**config.mk**
```make
export PLATFORM = sky130hd
export DESIGN_NAME = scam_top
export DESIGN_NICKNAME = d
export VERILOG_FILES = /design/src/scam_alg_dec.v /design/src/scam_sess_table.v /design/src/scam_top.v
export VERILOG_INCLUDE_DIRS = /design/src
export SDC_FILE = /design/constraint.sdc
export NUM_CORES = 2
export LEC_CHECK = 0
export BUFFER_PORTS_ARGS = -buffer_cell sky130_fd_sc_hd__buf_2
export CORE_AREA = 10 10 306 308
export CTS_BUF_LIST = sky130_fd_sc_hd__clkbuf_16
export DETAILED_ROUTE_END_ITERATION = 12
export DIE_AREA = 0 0 316 318
export PLACE_DENSITY_LB_ADDON = 0.12
export SLEW_MARGIN = 5
export SYNTH_ARGS = -nofsm -noshare
export SYNTH_HDL_FRONTEND = slang
export SYNTH_HIERARCHICAL = 1
export SYNTH_SLANG_ARGS = --single-unit
export TNS_END_PERCENT = 50
```
**constraint.sdc**
```tcl
create_clock -name hclk -period 12.1 [get_ports hclk]
set_input_delay 1.21 -clock hclk [delete_from_list [all_inputs] [get_ports hclk]]
set_output_delay 1.21 -clock hclk [all_outputs]
set_load 0.05 [all_outputs]
```
**src/scam_defines.vh**
```
// Constants for the secure channel management command interpreter.
// Assumes inclusion by bare name from the design files and the bench.
`ifndef SCAM_DEFINES_VH
`define SCAM_DEFINES_VH
// Register byte offsets
`define SCAM_A_CTRL 8'h00
`define SCAM_A_DATA 8'h04
`define SCAM_A_STAT 8'h08
`define SCAM_A_RESP 8'h0C
`define SCAM_A_SESS 8'h10
// Control register fields
`define SCAM_F_GO 16
`define SCAM_F_CLR 17
// Sub-function selectors and block types
`define SCAM_P1_START 8'h03
`define SCAM_P1_TERM 8'h04
`define SCAM_P2_CMD 8'h80
`define SCAM_P2_RSP 8'hA0
// Tags
`define SCAM_T_CMD 8'h73
`define SCAM_T_RSP 8'h53
`define SCAM_T_ALG 8'h89
`define SCAM_T_MSA 8'h88
`define SCAM_T_CSA 8'h8B
`define SCAM_T_MAC 8'h8D
`define SCAM_T_SIZE 8'h8E
// Value lengths
`define SCAM_L_ALG 8'h02
`define SCAM_L_ID 8'h10
`define SCAM_L_TERM 8'h20
// Algorithm bytes: reserved bits b7..b4
`define SCAM_RSV_MASK 8'h78
// Status words
`define SCAM_SW_OK 16'h9000
`define SCAM_SW_MAC 16'h9862
`define SCAM_SW_DATA 16'h6A80
`define SCAM_SW_P1P2 16'h6A86
`define SCAM_SW_FULL 16'h6A84
`define SCAM_SW_COND 16'h6985
`define SCAM_SW_FAIL 16'h6F00
// Reset value and command buffer depth
`define SCAM_SW_RST 16'h0000
`define SCAM_BUF_DEPTH 128
`endif

```
**src/scam_alg_dec.v**
```verilog
// Decoder for the two algorithm bytes of a channel-start request.
// Assumes bytes held stable by the caller; purely combinational.
module scam_alg_dec (
	// Algorithm bytes
	input wire [7:0] cipher_byte,
	input wire [7:0] integ_byte,
	// Decoded choice
	output wire alg_ok,
	output wire [1:0] cipher_algorithm_select,
	output wire [1:0] integrity_mechanism_select
);
`include "scam_defines.vh"

	// Exactly one bit set
	function onehot8;
		input [7:0] b;
		begin
			onehot8 = (b != 8'h00) && ((b & (b - 8'h01)) == 8'h00);
		end
	endfunction

	// Encode b1/b2/b3/b8 as 0/1/2/3
	function [1:0] enc;
		input [7:0] b;
		begin
			enc = b[7] ? 2'h3 : b[2] ? 2'h2 : b[1] ? 2'h1 : 2'h0;
		end
	endfunction

	// Reserved bits and multi-bit selections are refused
	assign alg_ok = onehot8(cipher_byte) && onehot8(integ_byte) &&
		((cipher_byte & `SCAM_RSV_MASK) == 8'h00) &&
		((integ_byte & `SCAM_RSV_MASK) == 8'h00);
	assign cipher_algorithm_select = enc(cipher_byte);
	assign integrity_mechanism_select = enc(integ_byte);
endmodule

```
**src/scam_sess_table.v**
```verilog
// Session table: four sessions, each with its endpoint container size.
// Assumes one clock; alloc is a one-cycle pulse.
module scam_sess_table (
	// Clock and reset
	input wire clk,
	input wire rst_n,
	// Allocation
	input wire alloc,
	input wire [15:0] alloc_size,
	input wire clear_all,
	output reg [1:0] free_idx,
	output wire none_free,
	output wire [3:0] valid_map,
	// Lookup for the bulk transfer command
	input wire [1:0] look_idx,
	output wire [15:0] look_size,
	output wire look_valid
);
	reg [15:0] size_q [0:3];
	reg [3:0] val_q;
	integer i;

	// Lowest free entry
	always @* begin
		free_idx = 2'h0;
		for (i = 3; i >= 0; i = i - 1) begin
			if (!val_q[i])
				free_idx = i[1:0];
		end
	end

	genvar g;
	generate
		for (g = 0; g < 4; g = g + 1) begin : ent
			// Record size with the session number
			always @(posedge clk or negedge rst_n) begin
				if (!rst_n) begin
					val_q[g] <= 1'b0;
					size_q[g] <= 16'h0000;
				end else if (clear_all) begin
					val_q[g] <= 1'b0;
				end else if (alloc && free_idx == g && !none_free) begin
					val_q[g] <= 1'b1;
					size_q[g] <= alloc_size;
				end
			end
		end
	endgenerate

	assign none_free = &val_q;
	assign valid_map = val_q;
	assign look_size = size_q[look_idx];
	assign look_valid = val_q[look_idx];
endmodule

```
**src/scam_top.v**
```verilog
// Command interpreter for channel-start and termination sub-functions,
// reached over AHB-Lite. Assumes an association engine on the same clock
// that checks authentication codes and terminates associations.
`include "scam_defines.vh"

// Notes on behaviour
// - Serve command blocks 80, response blocks A0
// - Start command in tag 73, reply in 53
// - Start needs tags 89, 8B, 8D, 8E
// - Cipher byte: b1,b2,b3,b8 choices; rest reserved
// - Integrity byte: b1,b2,b3,b8 choices; rest reserved
// - Association identifier and auth code 16 bytes
// - Reply byte: session in b8..b7, rest zero
// - Keep session number with container size
// - Termination uses P1 04 and tag 73
// - Failed termination auth code gives 98 62
// - Unknown association termination still succeeds
// - Failure to terminate gives error status
// - Mixed master list may be refused
// - Master TLV: 88, length 32, id, MAC
// - Connection TLV: 8B, length 32, id, MAC
module scam_top (
	// AHB-Lite slave
	input wire hclk,
	input wire hresetn,
	input wire hsel,
	input wire [31:0] haddr,
	input wire [1:0] htrans,
	input wire hwrite,
	input wire [2:0] hsize,
	input wire [31:0] hwdata,
	input wire hready,
	output reg [31:0] hrdata,
	output wire hreadyout,
	output wire hresp,
	// Association engine
	output reg sa_query,
	output reg [7:0] sa_kind,
	output reg [6:0] sa_offset,
	input wire sa_done,
	input wire sa_mac_ok,
	input wire sa_exists,
	input wire sa_term_ok,
	// Session lookup for bulk transfers
	input wire [1:0] bulk_sess,
	output wire [15:0] bulk_size,
	output wire bulk_valid
);
	localparam S_IDLE = 8'h01;
	localparam S_HDR = 8'h02;
	localparam S_HLEN = 8'h04;
	localparam S_TAG = 8'h08;
	localparam S_LEN = 8'h10;
	localparam S_VAL = 8'h20;
	localparam S_VER = 8'h40;
	localparam S_FIN = 8'h80;

	reg [7:0] mem [0:`SCAM_BUF_DEPTH-1];
	reg [7:0] st_q;
	reg [7:0] p1_q, p2_q, tag_q, len_q, vcnt_q, end_q;
	reg [7:0] alg1_q, alg2_q, rsp_q;
	reg [6:0] ptr_q, tstart_q;
	reg [7:0] cnt_q;
	reg [15:0] sw_q, size_q;
	reg [3:0] seen_q;
	reg term_q, msa_q, terr_q, clr_q, pend_q;
	reg [1:0] rlen_q, rptr_q;
	reg wr_q;
	reg [7:0] wadr_q;
	wire [7:0] cur_b = mem[ptr_q];
	wire alg_ok, none_free;
	wire [1:0] cip_sel, int_sel, free_idx;
	wire [3:0] vmap;

	////////////////////////////////////////////////////////////////////
	// Bus slave: zero wait states, always OKAY
	assign hreadyout = 1'b1;
	assign hresp = 1'b0;
	wire aph = hsel & htrans[1] & hready;
	wire busy = ~st_q[0];
	wire wr_ctrl = wr_q && wadr_q == `SCAM_A_CTRL;
	wire go = wr_ctrl && hwdata[`SCAM_F_GO] && !busy;
	wire push = wr_q && wadr_q == `SCAM_A_DATA && !busy &&
		cnt_q < `SCAM_BUF_DEPTH;
	wire pop = aph && !hwrite && haddr[7:0] == `SCAM_A_RESP &&
		rptr_q < rlen_q;

	// Response byte at the read pointer
	function [7:0] rbyte;
		input [1:0] idx;
		input [7:0] sb;
		begin
			case (idx)
				2'h0: rbyte = `SCAM_T_RSP;
				2'h1: rbyte = 8'h01;
				default: rbyte = sb;
			endcase
		end
	endfunction

	// Address phase capture and read data, latched for the data phase
	always @(posedge hclk or negedge hresetn) begin
		if (!hresetn) begin
			wr_q <= 1'b0;
			wadr_q <= 8'h00;
			hrdata <= 32'h00000000;
			rptr_q <= 2'h0;
		end else begin
			wr_q <= aph & hwrite;
			wadr_q <= haddr[7:0];
			if (go)
				rptr_q <= 2'h0;
			else if (pop)
				rptr_q <= rptr_q + 2'h1;
			if (aph && !hwrite) begin
				case (haddr[7:0])
					`SCAM_A_CTRL: hrdata <= {16'h0000, p2_q, p1_q};
					`SCAM_A_STAT: hrdata <= {4'h0, rlen_q - rptr_q, pend_q,
						busy, cnt_q[7:0], sw_q};
					`SCAM_A_RESP: hrdata <= {24'h000000, pop ?
						rbyte(rptr_q, rsp_q) : 8'h00};
					`SCAM_A_SESS: hrdata <= {20'h00000, cip_sel, int_sel,
						4'h0, vmap};
					default: hrdata <= 32'h00000000;
				endcase
			end
		end
	end

	// Command buffer fill
	always @(posedge hclk) begin
		if (push)
			mem[cnt_q[6:0]] <= hwdata[7:0];
	end

	////////////////////////////////////////////////////////////////////
	// Checks on a finished TLV; mixed master lists are refused
	wire st_mode = ~term_q;
	wire bad_start = (tag_q == `SCAM_T_ALG && len_q != `SCAM_L_ALG) ||
		((tag_q == `SCAM_T_CSA || tag_q == `SCAM_T_MAC) &&
		len_q != `SCAM_L_ID) ||
		(tag_q == `SCAM_T_SIZE && len_q > 8'h02) ||
		(tag_q != `SCAM_T_ALG && tag_q != `SCAM_T_CSA &&
		tag_q != `SCAM_T_MAC && tag_q != `SCAM_T_SIZE);
	wire bad_term = len_q != `SCAM_L_TERM || msa_q ||
		(tag_q == `SCAM_T_MSA && seen_q != 4'h0) ||
		(tag_q != `SCAM_T_MSA && tag_q != `SCAM_T_CSA);
	wire need_ver = term_q || tag_q == `SCAM_T_MAC;
	wire last_b = vcnt_q == len_q - 8'h01;
	wire fits = {2'b00, ptr_q} + 9'h001 + {1'b0, cur_b} <= {1'b0, end_q};
	wire start_ok = seen_q == 4'hF && alg_ok;
	wire do_alloc = st_q == S_FIN && st_mode && start_ok && !none_free;

	////////////////////////////////////////////////////////////////////
	// Interpreter state machine
	always @(posedge hclk or negedge hresetn) begin
		if (!hresetn) begin
			st_q <= S_IDLE;
			p1_q <= 8'h00;
			p2_q <= 8'h00;
			tag_q <= 8'h00;
			len_q <= 8'h00;
			vcnt_q <= 8'h00;
			end_q <= 8'h00;
			alg1_q <= 8'h00;
			alg2_q <= 8'h00;
			rsp_q <= 8'h00;
			ptr_q <= 7'h00;
			tstart_q <= 7'h00;
			cnt_q <= 8'h00;
			sw_q <= `SCAM_SW_RST;
			size_q <= 16'h0000;
			seen_q <= 4'h0;
			term_q <= 1'b0;
			msa_q <= 1'b0;
			terr_q <= 1'b0;
			clr_q <= 1'b0;
			pend_q <= 1'b0;
			rlen_q <= 2'h0;
			sa_query <= 1'b0;
			sa_kind <= 8'h00;
			sa_offset <= 7'h00;
		end else begin
			sa_query <= 1'b0;
			clr_q <= 1'b0;
			if (push)
				cnt_q <= cnt_q + 8'h01;
			case (st_q)
				S_IDLE: begin
					if (wr_ctrl && !hwdata[`SCAM_F_GO] && hwdata[`SCAM_F_CLR])
						cnt_q <= 8'h00;
					if (wr_ctrl) begin
						p1_q <= hwdata[7:0];
						p2_q <= hwdata[15:8];
					end
					if (go) begin
						rlen_q <= 2'h0;
						if (hwdata[7:0] != `SCAM_P1_START &&
							hwdata[7:0] != `SCAM_P1_TERM) begin
							sw_q <= `SCAM_SW_P1P2;
						end else if (hwdata[15:8] == `SCAM_P2_CMD) begin
							term_q <= hwdata[7:0] == `SCAM_P1_TERM;
							ptr_q <= 7'h00;
							seen_q <= 4'h0;
							msa_q <= 1'b0;
							terr_q <= 1'b0;
							size_q <= 16'h0000;
							st_q <= S_HDR;
						end else if (hwdata[15:8] == `SCAM_P2_RSP) begin
							if (hwdata[7:0] == `SCAM_P1_TERM) begin
								sw_q <= `SCAM_SW_OK;
							end else if (pend_q) begin
								rlen_q <= 2'h3;
								pend_q <= 1'b0;
								sw_q <= `SCAM_SW_OK;
							end else begin
								sw_q <= `SCAM_SW_COND;
							end
						end else begin
							sw_q <= `SCAM_SW_P1P2;
						end
					end
				end
				S_HDR: begin
					ptr_q <= 7'h01;
					if (cnt_q < 8'h02 || cur_b != `SCAM_T_CMD) begin
						sw_q <= `SCAM_SW_DATA;
						st_q <= S_IDLE;
					end else begin
						st_q <= S_HLEN;
					end
				end
				S_HLEN: begin
					end_q <= cur_b + 8'h02;
					ptr_q <= 7'h02;
					if ({1'b0, cur_b} + 9'h002 > {1'b0, cnt_q}) begin
						sw_q <= `SCAM_SW_DATA;
						st_q <= S_IDLE;
					end else begin
						st_q <= S_TAG;
					end
				end
				S_TAG: begin
					if ({1'b0, ptr_q} >= end_q) begin
						st_q <= S_FIN;
					end else begin
						tag_q <= cur_b;
						tstart_q <= ptr_q;
						ptr_q <= ptr_q + 7'h01;
						st_q <= S_LEN;
					end
				end
				S_LEN: begin
					len_q <= cur_b;
					vcnt_q <= 8'h00;
					ptr_q <= ptr_q + 7'h01;
					if (cur_b == 8'h00 || !fits) begin
						sw_q <= `SCAM_SW_DATA;
						st_q <= S_IDLE;
					end else begin
						st_q <= S_VAL;
					end
				end
				S_VAL: begin
					ptr_q <= ptr_q + 7'h01;
					vcnt_q <= vcnt_q + 8'h01;
					if (tag_q == `SCAM_T_ALG && vcnt_q == 8'h00)
						alg1_q <= cur_b;
					if (tag_q == `SCAM_T_ALG && vcnt_q == 8'h01)
						alg2_q <= cur_b;
					if (st_mode && tag_q == `SCAM_T_SIZE)
						size_q <= {size_q[7:0], cur_b};
					if (last_b) begin
						if (st_mode ? bad_start : bad_term) begin
							sw_q <= `SCAM_SW_DATA;
							st_q <= S_IDLE;
						end else begin
							seen_q <= seen_q | (term_q ? 4'h1 : {
								tag_q == `SCAM_T_SIZE, tag_q == `SCAM_T_MAC,
								tag_q == `SCAM_T_CSA, tag_q == `SCAM_T_ALG});
							msa_q <= term_q && tag_q == `SCAM_T_MSA;
							sa_query <= need_ver;
							sa_kind <= tag_q;
							sa_offset <= tstart_q;
							st_q <= need_ver ? S_VER : S_TAG;
						end
					end
				end
				S_VER: begin
					if (sa_done) begin
						if (!sa_mac_ok) begin
							sw_q <= `SCAM_SW_MAC;
							st_q <= S_IDLE;
						end else begin
							// Unknown association counts as done
							if (term_q && sa_exists && !sa_term_ok)
								terr_q <= 1'b1;
							if (term_q && msa_q && sa_exists && sa_term_ok)
								clr_q <= 1'b1;
							st_q <= S_TAG;
						end
					end
				end
				S_FIN: begin
					st_q <= S_IDLE;
					if (term_q) begin
						sw_q <= terr_q ? `SCAM_SW_FAIL : `SCAM_SW_OK;
					end else if (!start_ok) begin
						sw_q <= `SCAM_SW_DATA;
					end else if (none_free) begin
						sw_q <= `SCAM_SW_FULL;
					end else begin
						rsp_q <= {free_idx, 6'h00};
						pend_q <= 1'b1;
						sw_q <= `SCAM_SW_OK;
					end
				end
				default: st_q <= S_IDLE;
			endcase
		end
	end

	////////////////////////////////////////////////////////////////////
	// Algorithm decode and session table
	scam_alg_dec u_alg (.cipher_byte(alg1_q), .integ_byte(alg2_q), .alg_ok(alg_ok),
		.cipher_algorithm_select(cip_sel), .integrity_mechanism_select(int_sel));

	scam_sess_table u_sess (.clk(hclk), .rst_n(hresetn), .alloc(do_alloc),
		.alloc_size(size_q), .clear_all(clr_q), .free_idx(free_idx), .none_free(none_free),
		.valid_map(vmap), .look_idx(bulk_sess), .look_size(bulk_size),
		.look_valid(bulk_valid));
endmodule

```
==> metrics <==
status completed; Syn Inst Count 3050; worst-margin pin slew 1.161 ns; total die area between 100000 and 150000 µm²; Yosys reg bits 1280; fin crit share 63.50%; final count of hold timing violations 0; Post-Route Utilization 66.43%; initial antenna violation count 1; fin crit period 7.683 ns; Max IR drop VDD 0.1853 mV; Hold Buf Count CTS 0; post-synth cell types 98; RSZ-0062 raised after global routing no; row count 109; Die Wd 316 µm; first-pass detailed-route iteration total 5; # diodes 0; final worst slack about 4.4 ns; EDFF count, synth approximately 1.0k; Port Buffers just under 100; Place WS 4.454 ns; post-synth top area share between 50% and 60%; Worst Hold Class reg2reg; Final Setup Violations 0; clk slew on worst S/H paths ~0.06 ns; die height 318 µm; critical path cell sequence buf_4 > buf_4 > mux4_2 > a22oi_1 > and3_1 > a211oi_1 > o32a_4 > ha_1 > a21o_1 > a21oi_1 > o21bai_1 > a21o_1 > a21oi_1 > xnor2_1 > ha_1 > a21o_1 > a31oi_1 > o21ai_0 > nor3_1 > nor4_4 > mux2_2; boundary pin count 147; Vias/cell 6.461; Nets 3294; accumulated negative setup slack 0 ns; slew margin rel. 22.62%; CP most frequent cell a21o_1; Yosys top cell by area edfxtp_1; clk buf depth 3; largest cells by area after synthesis edfxtp_1 58%, dfrtp_1 12%, mux4_2 8.3%; Tot GR Track Use 25.48%; Yosys Warn Count 6; antenna viol nets, final 0; Critical Path RT 12.73 ns; fill count 5852; synthesized area 52890 µm²; Max Slew Vio Count 0; CP max FO 45; Placeable Area 87690 µm²; Inserted Clock Buffers 131; Pwr Total 0.009725 W; f_max 130.2 MHz; CTS root buf clkbuf_16; GR Overflow Total 0; Crit path largest cell delay 0.88 ns; clk_lat worst skew roughly 0.74 ns; Worst EP arrival 8.31 ns; WS Path Type reg2reg; largest net degree at the start of global routing 117; max_cap viols 0; Area Growth Syn to Fin 10.13%; Buf/Inv on CP 2; Post-synth top flop edfxtp_1; critical path's top delay family compound AO/OA/AOI/OAI gates; DR DRC count 0; vias in the first global route 29.30k; Async SR Flop Fraction 20.00%; Vias 28.68k; Starting Density 60.32%; Post-CTS Setup Bufs 0; CTS tree built; First DRT Iteration DRCs 3218; placed cell areas 54210 µm²; DP Wirelength slightly below 80000 µm; Pleak 20.18 nW; Placer Congestion between 0.8 and 0.9; Setup crit end kind register; fin area ~58000 µm²; # resized after CTS 0; first-pass GRT wire length 190400 µm; # H-tree levels 4; Avg Inst Size Synth 17.34 µm²; routed wire length per instance about 29 µm; layout cells sized above 1 21.99%; crit path max-delay cell type a211oi_1; Pwr Density 166.9 nW/µm²; clock sinks ~1.3k; Seq/Total Area, Yosys between 70% and 80%; clk_skew roughly 0.025 ns; DRT Wirelength approximately 130000 µm; CP Launch Type register
## path summary, 6_finish.rpt
kind,start,end,slack [ns],cells after the start
max,ptr_q[1]$_DFFE_PN0P_,sw_q[0]$_DFFE_PN0P_,4.42,21
min,clr_q$_DFF_PN0_,u_sess/valid_map[0]$_DFFE_PN0P_,0.46,1
max reg2reg,ptr_q[1]$_DFFE_PN0P_,sw_q[0]$_DFFE_PN0P_,4.42,21
min reg2reg,clr_q$_DFF_PN0_,u_sess/valid_map[0]$_DFFE_PN0P_,0.46,1
max in group asynchronous,hresetn,u_sess/size_q[53]$_DFFE_PN0P_,9.11,3
min in group asynchronous,hresetn,hrdata[13]$_DFFE_PN0P_,0.47,1
## logic make-up (layout without fill, tap and decap cells)
kind of cell	after synthesis	count (layout)	share of synthesized area (%)
XOR/XNOR	31	31	0.5133
flip-flops	1280	1280	70.25
adder cells (fa/ha/maj)	46	46	1.117
multiplexers	498	498	14.88
AND/OR/NAND/NOR	577	577	5.282
AO/OA/AOI/OAI	403	403	5.419
buffers and inverters	213	433	2.531
other	2	6	0.01420
## cells in the mapped netlist (14+ instances only)
library cell,instances
nor2_1,215
a21o_1,16
edfxtp_1,1024
mux2_2,141
inv_1,48
o221ai_1,21
a21oi_1,72
a22o_1,35
buf_4,25
ha_1,44
o21ai_0,75
buf_6,24
dfrtp_1,255
mux4_2,195
buf_2,38
a211oi_1,20
clkbuf_1,55
nand3_1,40
nor2b_1,25
xnor2_1,21
nand2_1,152
mux2i_1,140
a22oi_1,47
nor3_1,22
mux4_1,14
## power by group
group          leakage [nW]  internal [W]  switching, W
clock                  2.11       0.00213       0.00165
combinational          5.42      0.000494      0.000618
sequential             12.6       0.00478     0.0000442
total                  20.2       0.00741       0.00231
## sequential cells by signal, summed over array words and instances, names as in the netlist, 8 cells and up
| register | count |
|---|---|
| p2_q | 8 |
| mem | 1024 |
| wadr_q | 8 |
| hrdata | 28 |
| sw_q | 11 |
| end_q | 8 |
| len_q | 8 |
| p1_q | 8 |
| alg1_q | 8 |
| size_q | 16 |
| sa_kind | 8 |
| alg2_q | 8 |
| cnt_q | 8 |
| st_q | 8 |
| u_sess/size_q | 64 |
| vcnt_q | 8 |
| tag_q | 8 |
## cell usage in the layout (no fill, tap or decap), types with 13 or more instances in the layout
| cell | n |
|---|---|
| nor2b_1 | 23 |
| a22o_1 | 35 |
| mux4_2 | 195 |
| edfxtp_1 | 1024 |
| buf_4 | 51 |
| clkinv_1 | 30 |
| mux4_1 | 14 |
| o221ai_1 | 21 |
| mux2_2 | 141 |
| dfrtp_1 | 253 |
| nor3_1 | 21 |
| buf_2 | 89 |
| a211oi_1 | 20 |
| inv_1 | 85 |
| clkbuf_16 | 137 |
| o21ai_0 | 74 |
| xnor2_1 | 21 |
| nand3_1 | 38 |
| nand2_1 | 148 |
| mux2i_1 | 140 |
| a21o_1 | 16 |
| a21oi_1 | 72 |
| a22oi_1 | 47 |
| o22ai_1 | 13 |
| ha_1 | 44 |
| nor2_1 | 214 |
| clkinv_2 | 17 |
## stage by stage
stage | hold slack [ns] | cells
after floorplan | 0.4155 | 3054
after global placement | 0.4437 | 4200
after detailed placement | 0.4382 | 4200
after CTS | 0.4623 | 4439
after global routing | 0.4864 | 4439
final | 0.4587 | 4439
## final cells by class
cell class                 instances  area [µm²]  share of cell area [%]
tap                             1165        1458                   2.502
multi-input combinational       1561       14490                   24.88
clock inverter                   102       618.1                   1.061
clock buffer                     137        3428                   5.885
timing repair buffer             144       903.4                   1.551
sequential                      1280       37160                   63.80
inverter                          50       187.7                  0.3222
## metal layers
metal / GRT usage, % / vias up / routed length (µm)
li1: - / 12291 / -
met2: 40.66 / 1240 / 62480
met1: 34.59 / 14910 / 49900
met3: 5.203 / 239 / 10370
met4: 9.480 / 2 / 4542
met5: 0 / - / 13
Note: power is estimated with default switching activity, not from simulation.
